$ cat src/logic/mrcr_pkg.sv
package mrcr_pkg;
   // holding-register addresses, kept as the decimal Modbus numbers in hex
   localparam logic [15:0] ADDR_LOG6     = 16'h9CC1;
   localparam logic [15:0] ADDR_LOG7     = 16'h9CC2;
   localparam logic [15:0] ADDR_LOG8     = 16'h9CC3;
   localparam logic [15:0] ADDR_YEAR     = 16'hA029;
   localparam logic [15:0] ADDR_MONTH    = 16'hA02A;
   localparam logic [15:0] ADDR_DAY      = 16'hA02B;
   localparam logic [15:0] ADDR_HOUR     = 16'hA02C;
   localparam logic [15:0] ADDR_MINUTE   = 16'hA02D;
   localparam logic [15:0] ADDR_SECOND   = 16'hA02E;
   localparam logic [15:0] ADDR_ACT_CODE = 16'hA411;
   localparam logic [15:0] ADDR_ACT_ARGA = 16'hA412;
   localparam logic [15:0] ADDR_ACT_ARGB = 16'hA413;

   // action codes
   localparam logic [15:0] ACT_RESET     = 16'h0001;
   localparam logic [15:0] ACT_SAVE      = 16'h0002;
   localparam logic [15:0] ACT_FACTORY   = 16'h0003;

   // reset values and limits
   localparam logic [15:0] LOG_RST       = 16'h0000;
   localparam logic [15:0] YEAR_RST      = 16'h07D0;   // 2000
   localparam logic [15:0] YEAR_MAX      = 16'h0833;   // 2099
   localparam logic [7:0]  MONTH_RST     = 8'h01;
   localparam logic [7:0]  DAY_RST       = 8'h01;
   localparam logic [7:0]  HMS_RST       = 8'h00;
   localparam logic [7:0]  MONTH_MAX     = 8'h0C;
   localparam logic [7:0]  HOUR_MAX      = 8'h17;
   localparam logic [7:0]  MINSEC_MAX    = 8'h3B;
   localparam logic [15:0] ACT_RST       = 16'h0000;

   // stored address word layout
   localparam int          ADDRW_ADDR_LSB = 8;
   localparam int          ADDRW_PAR_LSB  = 0;
   localparam int          ADDRW_STOP_BIT = 2;

   // switch layout: low six bits address, top two bits baud choice
   localparam int          SW_W          = 8;
   localparam int          SW_BAUD_LSB   = 6;
   localparam logic [7:0]  SW_ADDR_MAX   = 8'h3E;   // 62
   localparam logic [2:0]  BAUD_9600     = 3'h3;
   localparam logic [2:0]  BAUD_19200    = 3'h4;
   localparam logic [2:0]  BAUD_38400    = 3'h5;
   localparam logic [2:0]  BAUD_115200   = 3'h7;
   localparam logic [1:0]  PAR_NONE      = 2'h0;

   // timing
   localparam longint      CLK_HZ        = 100_000_000;
   localparam longint      TICK_S        = 1;
   localparam longint      FLASH_MS      = 250;
   localparam longint      ACT_HOLD_MS   = 30;
   localparam longint      SEC_CYC       = CLK_HZ * TICK_S;
   localparam longint      FLASH_CYC     = (CLK_HZ / 1000) * FLASH_MS;
   localparam longint      ACT_HOLD_CYC  = (CLK_HZ / 1000) * ACT_HOLD_MS;
   localparam logic [1:0]  BOOT_SETTLE   = 2'h3;

   typedef enum logic [2:0]
   {
      ST_BOOT   = 3'b001,
      ST_UPDATE = 3'b010,
      ST_RUN    = 3'b100
   } mrcr_state_e;

   typedef struct packed
   {
      logic [15:0] year;
      logic [7:0]  month;
      logic [7:0]  day;
      logic [7:0]  hour;
      logic [7:0]  minute;
      logic [7:0]  second;
   } mrcr_cal_s;

   typedef struct packed
   {
      logic [15:0] code;
      logic [15:0] arg_a;
      logic [15:0] arg_b;
   } mrcr_cmd_s;

   typedef struct packed
   {
      logic [7:0] slave_addr;
      logic [2:0] baud_code;
      logic [1:0] parity;
      logic       stop_two;
   } mrcr_link_s;
endpackage : mrcr_pkg

$ cat src/logic/mrcr_regs.sv
// Notes on behaviour
// - action code 1 resets module, 2 saves configuration, 3 restores factory set
// - all switches zero: address and baud from store, else from switches
// - firmware file present at power-up: update, stored configuration left alone
// - failure indicator flashes during a firmware update
// - failure indicator lit while any failure event is active, outside a firmware update
// - receive and transmit indicators blink with link frames
// - digital-output indicator follows the relay output
// - power indicator lit while supply is present
// - parameters readable and writable over the holding-register port
// - three log-name words, 16 bits, read-write, reset to zero
// - baud code 0..7 means 1200..115200, default 3
// - stored address word: address high byte, parity bits 1:0, stop bit 2
`timescale 1ns/1ns
module mrcr_regs #(
   parameter longint SEC_CYCLES   = mrcr_pkg::SEC_CYC,      // cycles per second
   parameter longint FLASH_CYCLES = mrcr_pkg::FLASH_CYC,    // half period of fail flash
   parameter longint HOLD_CYCLES  = mrcr_pkg::ACT_HOLD_CYC  // activity lamp on-time
)(
   input  wire logic                        clk_in,           // 100 MHz clock
   input  wire logic                        rst_n_in,         // async reset, low
   input  wire logic                        reg_req_in,       // register access request
   input  wire logic                        reg_we_in,        // 1 write, 0 read
   input  wire logic [15:0]                 reg_addr_in,      // holding-register address
   input  wire logic [15:0]                 reg_wdata_in,     // write data
   output logic                             reg_ack_out,      // answer pulse
   output logic                             reg_err_out,      // illegal address or busy
   output logic [15:0]                      reg_rdata_out,    // read data
   input  wire logic [mrcr_pkg::SW_W-1:0]   dip_sw_in,        // front switches, async
   input  wire logic [15:0]                 nv_addr_word_in,  // stored address word
   input  wire logic [2:0]                  nv_baud_in,       // stored baud code
   output mrcr_pkg::mrcr_link_s             link_cfg_out,     // chosen link settings
   input  wire logic                        fw_present_in,    // pen drive file, async
   input  wire logic                        fw_done_in,       // loader finished
   output logic                             fw_update_out,    // update in progress
   output logic                             reset_req_out,    // action reset pulse
   output logic                             save_cfg_out,     // action save pulse
   output logic                             factory_cfg_out,  // action factory pulse
   output logic [15:0]                      act_arg_a_out,    // latched argument a
   output logic [15:0]                      act_arg_b_out,    // latched argument b
   input  wire logic                        rx_frame_in,      // frame received pulse
   input  wire logic                        tx_frame_in,      // frame sent pulse
   input  wire logic [7:0]                  fail_events_in,   // failure event levels
   input  wire logic                        relay_on_in,      // relay output level
   output logic                             led_power_out,    // power lamp
   output logic                             led_fail_out,     // failure lamp
   output logic                             led_rx_out,       // receive lamp
   output logic                             led_tx_out,       // transmit lamp
   output logic                             led_dout_out      // digital output lamp
);
   localparam logic [31:0] SEC_LAST   = 32'(SEC_CYCLES - 1);
   localparam logic [31:0] FLASH_LAST = 32'(FLASH_CYCLES - 1);
   localparam logic [31:0] HOLD_LAST  = 32'(HOLD_CYCLES - 1);

   // days in a month; every fourth year in 2000..2099 is a leap year
   function automatic logic [7:0] mrcr_days(input logic [7:0] m, input logic [15:0] y);
      logic [7:0] d;
      d = 8'h1F;
      case (m)
         8'h04, 8'h06, 8'h09, 8'h0B: d = 8'h1E;
         8'h02:                      d = (y[1:0] == 2'h0) ? 8'h1D : 8'h1C;
         default:                    d = 8'h1F;
      endcase
      return d;
   endfunction : mrcr_days

   // three-stage synchronisers on the switch and pen drive pins
   logic [mrcr_pkg::SW_W-1:0] sw_s1_r, sw_s2_r, sw_s3_r, sw_q_r, sw_q_nxt;
   logic                      fw_s1_r, fw_s2_r, fw_s3_r, fw_q_r, fw_q_nxt;

   always_comb
   begin
      sw_q_nxt = (sw_s2_r == sw_s3_r) ? sw_s3_r : sw_q_r;
      fw_q_nxt = (fw_s2_r == fw_s3_r) ? fw_s3_r : fw_q_r;
   end

   always_ff @(posedge clk_in or negedge rst_n_in)
   begin
      if (!rst_n_in)
      begin
         sw_s1_r <= '0;
         sw_s2_r <= '0;
         sw_s3_r <= '0;
         sw_q_r  <= '0;
         fw_s1_r <= 1'b0;
         fw_s2_r <= 1'b0;
         fw_s3_r <= 1'b0;
         fw_q_r  <= 1'b0;
      end
      else
      begin
         sw_s1_r <= dip_sw_in;
         sw_s2_r <= sw_s1_r;
         sw_s3_r <= sw_s2_r;
         sw_q_r  <= sw_q_nxt;
         fw_s1_r <= fw_present_in;
         fw_s2_r <= fw_s1_r;
         fw_s3_r <= fw_s2_r;
         fw_q_r  <= fw_q_nxt;
      end
   end

   // link settings: stored word when switches all read zero, else the switches
   mrcr_pkg::mrcr_link_s link_nxt, link_r;
   logic [7:0]           sw_addr;

   always_comb
   begin
      sw_addr  = {2'h0, sw_q_r[mrcr_pkg::SW_BAUD_LSB-1:0]};
      link_nxt = link_r;
      if (sw_q_r == '0)
      begin
         link_nxt.slave_addr = nv_addr_word_in[mrcr_pkg::ADDRW_ADDR_LSB +: 8];
         link_nxt.parity     = nv_addr_word_in[mrcr_pkg::ADDRW_PAR_LSB +: 2];
         link_nxt.stop_two   = nv_addr_word_in[mrcr_pkg::ADDRW_STOP_BIT];
         link_nxt.baud_code  = nv_baud_in;
      end
      else
      begin
         // switches can express up to 63; values above 62 saturate to 62
         link_nxt.slave_addr = (sw_addr > mrcr_pkg::SW_ADDR_MAX) ?
                               mrcr_pkg::SW_ADDR_MAX : sw_addr;
         link_nxt.parity     = mrcr_pkg::PAR_NONE;
         link_nxt.stop_two   = 1'b0;
         case (sw_q_r[mrcr_pkg::SW_W-1:mrcr_pkg::SW_BAUD_LSB])
            2'h0:    link_nxt.baud_code = mrcr_pkg::BAUD_9600;
            2'h1:    link_nxt.baud_code = mrcr_pkg::BAUD_19200;
            2'h2:    link_nxt.baud_code = mrcr_pkg::BAUD_38400;
            default: link_nxt.baud_code = mrcr_pkg::BAUD_115200;
         endcase
      end
   end

   always_ff @(posedge clk_in or negedge rst_n_in)
   begin
      if (!rst_n_in)
         link_r <= '{8'h01, mrcr_pkg::BAUD_9600, mrcr_pkg::PAR_NONE, 1'b0};
      else
         link_r <= link_nxt;
   end

   assign link_cfg_out = link_r;

   // power-up sequencer: wait for the pin to settle, then update or run
   mrcr_pkg::mrcr_state_e state_r, state_nxt;
   logic [1:0]            boot_cnt_r, boot_cnt_nxt;

   always_comb
   begin
      state_nxt    = state_r;
      boot_cnt_nxt = boot_cnt_r;
      case (state_r)
         mrcr_pkg::ST_BOOT:
         begin
            boot_cnt_nxt = boot_cnt_r + 2'h1;
            if (boot_cnt_r == mrcr_pkg::BOOT_SETTLE)
               state_nxt = fw_q_nxt ? mrcr_pkg::ST_UPDATE : mrcr_pkg::ST_RUN;
         end
         mrcr_pkg::ST_UPDATE:
            if (fw_done_in)
               state_nxt = mrcr_pkg::ST_RUN;
         mrcr_pkg::ST_RUN:
            state_nxt = mrcr_pkg::ST_RUN;
         default:
            state_nxt = mrcr_pkg::ST_BOOT;
      endcase
   end

   always_ff @(posedge clk_in or negedge rst_n_in)
   begin
      if (!rst_n_in)
      begin
         state_r    <= mrcr_pkg::ST_BOOT;
         boot_cnt_r <= 2'h0;
      end
      else
      begin
         state_r    <= state_nxt;
         boot_cnt_r <= boot_cnt_nxt;
      end
   end

   // the loader never touches the save path, so stored settings survive
   assign fw_update_out = (state_r == mrcr_pkg::ST_UPDATE);

   // register file, calendar and action latch
   logic [15:0]          log_r   [3];
   logic [15:0]          log_nxt [3];
   mrcr_pkg::mrcr_cal_s  cal_r, cal_nxt;
   mrcr_pkg::mrcr_cmd_s  cmd_r, cmd_nxt, act_r, act_nxt;
   logic [31:0]          sec_cnt_r, sec_cnt_nxt;
   logic                 tick;
   logic                 wr, rd_ok, hit;
   logic [15:0]          rdata;
   logic                 ack_nxt, err_nxt, go_nxt, go_r;
   logic [15:0]          rdata_nxt, rdata_r;
   logic                 ack_r, err_r;

   always_comb
   begin
      tick        = (sec_cnt_r == SEC_LAST);
      sec_cnt_nxt = tick ? 32'h0 : sec_cnt_r + 32'h1;
      cal_nxt     = cal_r;
      // calendar advance with rollover through month and year
      if (tick)
      begin
         cal_nxt.second = cal_r.second + 8'h01;
         if (cal_r.second == mrcr_pkg::MINSEC_MAX)
         begin
            cal_nxt.second = 8'h00;
            cal_nxt.minute = cal_r.minute + 8'h01;
            if (cal_r.minute == mrcr_pkg::MINSEC_MAX)
            begin
               cal_nxt.minute = 8'h00;
               cal_nxt.hour   = cal_r.hour + 8'h01;
               if (cal_r.hour == mrcr_pkg::HOUR_MAX)
               begin
                  cal_nxt.hour = 8'h00;
                  cal_nxt.day  = cal_r.day + 8'h01;
                  if (cal_r.day >= mrcr_days(cal_r.month, cal_r.year))
                  begin
                     cal_nxt.day   = 8'h01;
                     cal_nxt.month = cal_r.month + 8'h01;
                     if (cal_r.month >= mrcr_pkg::MONTH_MAX)
                     begin
                        cal_nxt.month = 8'h01;
                        cal_nxt.year  = (cal_r.year >= mrcr_pkg::YEAR_MAX) ?
                                        mrcr_pkg::YEAR_RST : cal_r.year + 16'h0001;
                     end
                  end
               end
            end
         end
      end

      // address decode; during a firmware update the port is refused
      hit   = 1'b1;
      rdata = 16'h0000;
      case (reg_addr_in)
         mrcr_pkg::ADDR_LOG6:     rdata = log_r[0];
         mrcr_pkg::ADDR_LOG7:     rdata = log_r[1];
         mrcr_pkg::ADDR_LOG8:     rdata = log_r[2];
         mrcr_pkg::ADDR_YEAR:     rdata = cal_r.year;
         mrcr_pkg::ADDR_MONTH:    rdata = {8'h00, cal_r.month};
         mrcr_pkg::ADDR_DAY:      rdata = {8'h00, cal_r.day};
         mrcr_pkg::ADDR_HOUR:     rdata = {8'h00, cal_r.hour};
         mrcr_pkg::ADDR_MINUTE:   rdata = {8'h00, cal_r.minute};
         mrcr_pkg::ADDR_SECOND:   rdata = {8'h00, cal_r.second};
         mrcr_pkg::ADDR_ACT_CODE: rdata = cmd_r.code;
         mrcr_pkg::ADDR_ACT_ARGA: rdata = cmd_r.arg_a;
         mrcr_pkg::ADDR_ACT_ARGB: rdata = cmd_r.arg_b;
         default:                 hit   = 1'b0;
      endcase
      rd_ok = reg_req_in && hit && (state_r == mrcr_pkg::ST_RUN);
      wr    = rd_ok && reg_we_in;

      for (int i = 0; i < 3; i++)
         log_nxt[i] = log_r[i];
      cmd_nxt = cmd_r;
      go_nxt  = 1'b0;
      // a write lands after the tick update, so a set time is never lost
      if (wr)
      begin
         case (reg_addr_in)
            mrcr_pkg::ADDR_LOG6:     log_nxt[0]     = reg_wdata_in;
            mrcr_pkg::ADDR_LOG7:     log_nxt[1]     = reg_wdata_in;
            mrcr_pkg::ADDR_LOG8:     log_nxt[2]     = reg_wdata_in;
            mrcr_pkg::ADDR_YEAR:     cal_nxt.year   = reg_wdata_in;
            mrcr_pkg::ADDR_MONTH:    cal_nxt.month  = reg_wdata_in[7:0];
            mrcr_pkg::ADDR_DAY:      cal_nxt.day    = reg_wdata_in[7:0];
            mrcr_pkg::ADDR_HOUR:     cal_nxt.hour   = reg_wdata_in[7:0];
            mrcr_pkg::ADDR_MINUTE:   cal_nxt.minute = reg_wdata_in[7:0];
            mrcr_pkg::ADDR_SECOND:   cal_nxt.second = reg_wdata_in[7:0];
            mrcr_pkg::ADDR_ACT_CODE:
            begin
               cmd_nxt.code = reg_wdata_in;
               go_nxt       = 1'b1;
            end
            mrcr_pkg::ADDR_ACT_ARGA: cmd_nxt.arg_a  = reg_wdata_in;
            mrcr_pkg::ADDR_ACT_ARGB: cmd_nxt.arg_b  = reg_wdata_in;
            default:                 go_nxt         = 1'b0;
         endcase
      end

      // arguments are snapshotted together with the code that runs
      act_nxt = go_r ? cmd_r : act_r;

      ack_nxt   = reg_req_in;
      err_nxt   = reg_req_in && !rd_ok;
      rdata_nxt = (reg_req_in && rd_ok && !reg_we_in) ? rdata : rdata_r;
   end

   always_ff @(posedge clk_in or negedge rst_n_in)
   begin
      if (!rst_n_in)
      begin
         for (int i = 0; i < 3; i++)
            log_r[i] <= mrcr_pkg::LOG_RST;
         cal_r     <= '{mrcr_pkg::YEAR_RST, mrcr_pkg::MONTH_RST, mrcr_pkg::DAY_RST,
                        mrcr_pkg::HMS_RST, mrcr_pkg::HMS_RST, mrcr_pkg::HMS_RST};
         cmd_r     <= '{mrcr_pkg::ACT_RST, mrcr_pkg::ACT_RST, mrcr_pkg::ACT_RST};
         act_r     <= '{mrcr_pkg::ACT_RST, mrcr_pkg::ACT_RST, mrcr_pkg::ACT_RST};
         sec_cnt_r <= 32'h0;
         go_r      <= 1'b0;
         ack_r     <= 1'b0;
         err_r     <= 1'b0;
         rdata_r   <= 16'h0000;
      end
      else
      begin
         for (int i = 0; i < 3; i++)
            log_r[i] <= log_nxt[i];
         cal_r     <= cal_nxt;
         cmd_r     <= cmd_nxt;
         act_r     <= act_nxt;
         sec_cnt_r <= sec_cnt_nxt;
         go_r      <= go_nxt;
         ack_r     <= ack_nxt;
         err_r     <= err_nxt;
         rdata_r   <= rdata_nxt;
      end
   end

   assign reg_ack_out   = ack_r;
   assign reg_err_out   = err_r;
   assign reg_rdata_out = rdata_r;
   assign act_arg_a_out = act_r.arg_a;
   assign act_arg_b_out = act_r.arg_b;

   // action strobes, in the same cycle as the snapshot; unknown codes do nothing
   logic rst_pl_r, save_pl_r, fact_pl_r;
   logic rst_pl_nxt, save_pl_nxt, fact_pl_nxt;

   always_comb
   begin
      rst_pl_nxt  = go_r && (cmd_r.code == mrcr_pkg::ACT_RESET);
      save_pl_nxt = go_r && (cmd_r.code == mrcr_pkg::ACT_SAVE);
      fact_pl_nxt = go_r && (cmd_r.code == mrcr_pkg::ACT_FACTORY);
   end

   always_ff @(posedge clk_in or negedge rst_n_in)
   begin
      if (!rst_n_in)
      begin
         rst_pl_r  <= 1'b0;
         save_pl_r <= 1'b0;
         fact_pl_r <= 1'b0;
      end
      else
      begin
         rst_pl_r  <= rst_pl_nxt;
         save_pl_r <= save_pl_nxt;
         fact_pl_r <= fact_pl_nxt;
      end
   end

   assign reset_req_out   = rst_pl_r;
   assign save_cfg_out    = save_pl_r;
   assign factory_cfg_out = fact_pl_r;

   // front lamps; activity lamps are stretched so short frames stay visible
   logic [31:0] flash_cnt_r, flash_cnt_nxt, rx_hold_r, rx_hold_nxt, tx_hold_r, tx_hold_nxt;
   logic        flash_r, flash_nxt, fail_r, fail_nxt, dout_r, dout_nxt;

   always_comb
   begin
      flash_cnt_nxt = (flash_cnt_r == FLASH_LAST) ? 32'h0 : flash_cnt_r + 32'h1;
      flash_nxt     = (flash_cnt_r == FLASH_LAST) ? !flash_r : flash_r;
      rx_hold_nxt   = rx_frame_in ? HOLD_LAST :
                      (rx_hold_r != 32'h0) ? rx_hold_r - 32'h1 : 32'h0;
      tx_hold_nxt   = tx_frame_in ? HOLD_LAST :
                      (tx_hold_r != 32'h0) ? tx_hold_r - 32'h1 : 32'h0;
      fail_nxt      = fw_update_out ? flash_r : (|fail_events_in);
      dout_nxt      = relay_on_in;
   end

   always_ff @(posedge clk_in or negedge rst_n_in)
   begin
      if (!rst_n_in)
      begin
         flash_cnt_r <= 32'h0;
         flash_r     <= 1'b0;
         rx_hold_r   <= 32'h0;
         tx_hold_r   <= 32'h0;
         fail_r      <= 1'b0;
         dout_r      <= 1'b0;
      end
      else
      begin
         flash_cnt_r <= flash_cnt_nxt;
         flash_r     <= flash_nxt;
         rx_hold_r   <= rx_hold_nxt;
         tx_hold_r   <= tx_hold_nxt;
         fail_r      <= fail_nxt;
         dout_r      <= dout_nxt;
      end
   end

   assign led_power_out = 1'b1;                     // logic alive means supply present
   assign led_fail_out  = fail_r;
   assign led_rx_out    = (rx_hold_r != 32'h0);
   assign led_tx_out    = (tx_hold_r != 32'h0);
   assign led_dout_out  = dout_r;
endmodule : mrcr_regs

$ cat config.mk
export PLATFORM = sky130hd
export DESIGN_NAME = mrcr_regs
export DESIGN_NICKNAME = d
export VERILOG_FILES = /design/src/logic/mrcr_pkg.sv /design/src/logic/mrcr_regs.sv
export SDC_FILE = /design/constraint.sdc
export NUM_CORES = 1
export LEC_CHECK = 0
export ABC_AREA = 1
export BUFFER_PORTS_ARGS = -buffer_cell sky130_fd_sc_hd__buf_2
export CAP_MARGIN = 10
export CORE_ASPECT_RATIO = 1.4
export CORE_UTILIZATION = 55
export CTS_CLUSTER_SIZE = 14
export DETAILED_ROUTE_END_ITERATION = 10
export PLACE_DENSITY = 0.76
export SYNTH_ARGS = -nofsm -noshare
export SYNTH_HDL_FRONTEND = slang
export SYNTH_SLANG_ARGS = --single-unit
$ cat constraint.sdc
create_clock -name clk_in -period 3.2 [get_ports clk_in]
set_clock_uncertainty 0.05 [all_clocks]
set_input_delay 0.48 -clock clk_in [delete_from_list [all_inputs] [get_ports clk_in]]
set_output_delay 0.48 -clock clk_in [all_outputs]
set_load 0.005 [all_outputs]
* Yosys cells after proc, flatten, opt, wreduce, memory -nomap -nowiden
Cells that the tools add are included.
** Storage, ports and cells
- Flip-flop bits (word level) :: 392
- Bits in latches :: 0
- Output and inout port bits :: 73
- Memory bits (writable) :: 0
- ROM bits :: 0
- Memories :: 0
- Bits of input ports :: 76
** Cells by class
- Reductions and logical operators :: 27
- Magnitude comparators :: 4
- Muxes and demuxes :: 39
- Multipliers :: 0
- Eq/ne operators :: 35
- Divide/modulo/power cells :: 0
- Shifts and indexed selects :: 0
- Bitwise operators :: 0
- Add/subtract/negate cells :: 11
** Operators by type and width (number)
- $mux W32 :: 7
- $eq A16 B16 Y1 const B :: 12
- $pmux W16 S12 :: 1
- $mux W56 :: 3
- $mux W8 :: 9
- $add A32 B1 Y32 const B :: 2
- $reduce_bool A32 Y1 :: 2
- $sub A32 B1 Y32 const B :: 2
- $mux W48 :: 1
- $add A8 B1 Y8 const B :: 5
- $mux W40 :: 1
- $eq A16 B2 Y1 const B :: 2
- $eq A32 B25 Y1 const B :: 1
- $eq A32 B27 Y1 const B :: 1
- $mux W16 :: 2
- $mux W24 :: 1
- $pmux W3 S3 :: 2
- $add A16 B1 Y16 const B :: 1
- $eq A16 B1 Y1 const B :: 1
- $eq A8 B3 Y1 const B :: 2
- $eq A8 B4 Y1 const B :: 2
- $eq A8 B6 Y1 const B :: 2
- $ge A16 B12 Y1 const B :: 1
- $mux W14 :: 1
- other kinds (26) :: 52

* Logic depth before layout (Yosys ltp)
- Word-level depth :: 15
- Gate-level depth with buffers :: 24
- Gate-level depth less buffers :: 23

* Least setup slack after synthesis
No wires, ideal clock.
- Path type :: register -> register
- From :: register cal_r[32] (netlist bit)
- To :: register cal_r[45] (netlist bit)
- Clock period less this slack :: 2.616 ns
- Cell stages (with the launch flop) :: 21
- Data arrival time :: 2.448 ns
- Setup time :: 0.118 ns
- Path slack :: 0.584 ns
- Cells stage by stage :: dfstp_2 -> inv_1 -> ha_1 -> inv_1 -> o41ai_1 -> inv_1 -> ha_1 -> inv_1 -> nand2_1 -> nand2_1 -> nand2_1 -> nand2_1 -> nand2_1 -> clkbuf_1 -> inv_1 -> nor2_1 -> nand3_1 -> nand2_1 -> nor2_1 -> nand2_1 -> nand2_1
** RTL lines
- start: declaration :: RTL line mrcr_regs.sv:189 : mrcr_pkg::mrcr_cal_s cal_r, cal_nxt;
- start signal: assignment :: RTL line mrcr_regs.sv:299 : cal_r <= '{mrcr_pkg::YEAR_RST, mrcr_pkg::MONTH_RST, mrcr_pkg::DAY_RST,
- start signal: assignment :: RTL line mrcr_regs.sv:313 : cal_r <= cal_nxt;

==> impl_metrics.ini <==
[status]
status = complete, no violations

[logic_synthesis]
yosys_most_used_dff = dfrtp_1
ys_seq_area_frac = 0.480
postSynthCellCount = 2618
syn-num-nets = 2715
synthesis.area_sq_um = 20500
ys_types = 52
syn_area_per_cell_sq_um = 7.81
synth.top_cells.by_area = dfrtp_1 46%, nand2_1 11%, nor2_1 6.3%, inv_1 6.0%, o21ai_0 3.5%
synth_common_cells = 622 x nand2_1, 380 x dfrtp_1, 346 x nor2_1
async_flop_share = 1.00
synth.top_cell.area_share = 0.465
synth_most_common_cell = nand2_1
ys_ff_latch = 392
synth_edf_count = 0
yosysTopAreaCell = dfrtp_1
ys_warn_count = 0

[setup_path]
r2r_end = cal_r[39]
crit_required_ps = 3640
r2r_start = cal_r[32]
critPathBufInv = 7
cp_data_arrival_time_ps = 3350
cpMostUsedCell = nand2_1
critical_path_class = reg -> reg
crit_family = buffers and inverters
slowest_delay_ps = 400
end_kind = register
path_cells = inv_1, ha_1, inv_1, o41ai_2, inv_1, ha_1, inv_1, nand2_1, nand2_1, nand2_1, nand2_1, nand2_1, buf_4, inv_1, buf_4, nor2_1, nand4_1, a21oi_1, nand2_1, o21ai_1
crit_path_top_delay_cell = dfstp_2
r2r_setup_slack_ps = 290
rr_worst_depth = 20
path_max_fanout = 11
critPathLaunchType = register

[place]
routabilityCongestion = 0.983
dpl.cell_count = 3205
post_dp_cell_area_sq_um = 21800
port_buffers = 142
hpwlAfterDp_um = 43900
dp_slack_ps = 152

[final_layout]
final_layout_size_suffix_gt1_frac = 0.119
final-seq-area_sq_um = 9830
fin_cells = 3293
stdcell_area_sq_um = 23300
nFillCells = 3209
area_growth_pct = 14.1
nets = 2889
multi_input_area_sq_um = 9040

[clock_network]
insertion_delay_ps = 560
max-clock-path-buffers = 3
htreeDepth = 2
cts_root_buf = clkbuf_16
path_clk_slew_ps = 70
cts_buffers = 40
clock_sinks = 392
tritoncts = built

[sta]
final.setup.tns_ps = 0
tightest_slew_ps = 747
fin_crit_sh = 0.909
rsz0062_at_grt = no
final_hold_viol_count = 0
fin_ws_ps = 291
fmax_mhz = 344
timing.slew.headroom = 0.498
fin_crit_ps = 2910
setup_viol = 0
slew_viol_final = 0

[hold_path]
worstHoldPathType = in -> reg
holdPathStages = 2
min-delay-start = tx_frame_in
hold_end = tx_hold_r[22]

[grt]
grt_pass1_wl_um = 95100
grt_overflow = 0
grt_max_degree = 90
grt_usage = 0.324
antenna_found_initial = 3
grt_pass1_vias = 18600

[pwr]
irDropWorstVdd_v = 0.000570
leakage_nw = 11.4
p_per_area_nw_per_um2 = 466
finalPower_mw = 10.9

[die]
dieHeight_um = 230
dieArea_sq_um = 38000
die_w_um = 165
design.core.area_sq_um = 36700
num_rows = 83
initial_core_util = 0.558
pin_count = 149

[routing]
first_pass_iters = 7
drcViolationCount = 0
avgViaCountPerCell = 5.64
ant_nets = 0
wl_um = 59800
num_vias = 18600
drt_iter0_drc = 1263
wl_per_cell_um = 18.2

[job]
max-cap-violations = 0
==> power by group <==
group          total (mW)  internal (mW)  switching (mW)
clock                5.01           2.98            2.03
combinational       0.683          0.234           0.449
sequential           5.19           5.13          0.0633
total                10.9           8.34            2.54
==> metal layers <==
layer	GRT usage	vias up	share of wire
met1	0.349	8820	0.36
li1	-	8833	-
met3	0.0424	253	0.048
met2	0.561	675	0.51
met5	0	-	0
met4	0.261	0	0.087
==> cell families after synthesis <==
| logic type | count (synthesis) | share of synthesized area |
|---|---|---|
| AOI/OAI and AO/OA | 383 | 0.0985 |
| buffers and inverters | 401 | 0.0784 |
| xor gates and xnor gates | 86 | 0.0368 |
| muxes | 15 | 0.00826 |
| adders and majority gates | 21 | 0.0128 |
| other | 1 | 0.000183 |
| DFF | 392 | 0.480 |
| and+or+nand+nor | 1319 | 0.285 |
==> registers in the layout, indices dropped and copies added (netlist names), 14 cells and up <==
| name | count |
|---|---|
| act_arg_a_out | 16 |
| act_arg_b_out | 16 |
| cal_r | 56 |
| cmd_r | 48 |
| flash_cnt_r | 32 |
| link_cfg_out | 14 |
| log_r | 48 |
| reg_rdata_out | 16 |
| rx_hold_r | 32 |
| sec_cnt_r | 32 |
| tx_hold_r | 32 |
==> layout by cell type, fill, tap and decap left out, drive strengths merged, types with 2 or more instances in the layout <==
| master | instances |
|---|---|
| o31ai | 3 |
| o21ai | 244 |
| xnor2 | 17 |
| o22ai | 24 |
| clkinvlp | 2 |
| nor4 | 26 |
| clkinv | 15 |
| dfstp | 12 |
| nor3 | 73 |
| a21oi | 92 |
| nand3 | 132 |
| xor2 | 69 |
| bufinv | 6 |
| nand4 | 85 |
| nor2 | 365 |
| buf | 184 |
| a211oi | 2 |
| mux2 | 15 |
| o21a | 4 |
| clkbuf | 52 |
| nor3b | 4 |
| ha | 21 |
| a31oi | 6 |
| or2 | 2 |
| dfrtp | 380 |
| dlygate4sd3 | 11 |
| diode | 3 |
| nand2 | 624 |
| nand3b | 3 |
| inv | 336 |
| and3 | 4 |
| o21bai | 3 |
==> how the worst max path moves through the flow <==
stage,slack (ps),depth (start not counted),from,endpoint
global placement,130,20,cal_r[32],cal_r[43]
detailed placement,150,20,cal_r[32],cal_r[43]
finish,290,20,cal_r[32],cal_r[39]
floorplan,580,20,cal_r[32],cal_r[45]
global route,50,20,cal_r[32],cal_r[39]
CTS,120,20,cal_r[32],cal_r[43]
==> layout make-up <==
class                           count  area share
Multi-Input combinational cell   1825       0.387
Sequential cell                   392       0.421
Clock inverter                     21      0.0123
Tap cell                          467      0.0250
Inverter                          338      0.0544
Timing Repair Buffer              195      0.0518
Antenna cell                        3    0.000322
Clock buffer                       52      0.0479
==> worst register-to-register path: stages, from the launching register on <==
cell	delay, ps
dfstp_2	400
inv_1	140
ha_1	180
inv_1	60
o41ai_2	380
inv_1	80
ha_1	270
inv_1	40
nand2_1	50
nand2_1	50
nand2_1	50
nand2_1	40
nand2_1	80
buf_4	190
inv_1	70
buf_4	150
nor2_1	170
nand4_1	120
a21oi_1	140
nand2_1	60
o21ai_1	70
==> per-stage QoR <==
stage                     utilization  hold WS [ps]
after floorplan                     -           134
after global placement          0.595           287
after detailed placement        0.595           287
after CTS                       0.636          44.9
after global routing            0.637          62.0
final                           0.637          65.1
==> what timing repair did <==
action | in CTS | in global routing
endpoints found under the setup margin | 0 | 8
hold endpoints to repair | 90 | 0
setup buffers | 0 | 1
resized for setup | 0 | 3
hold buffers | 11 | 0
Power figures use the tool's default switching activity.
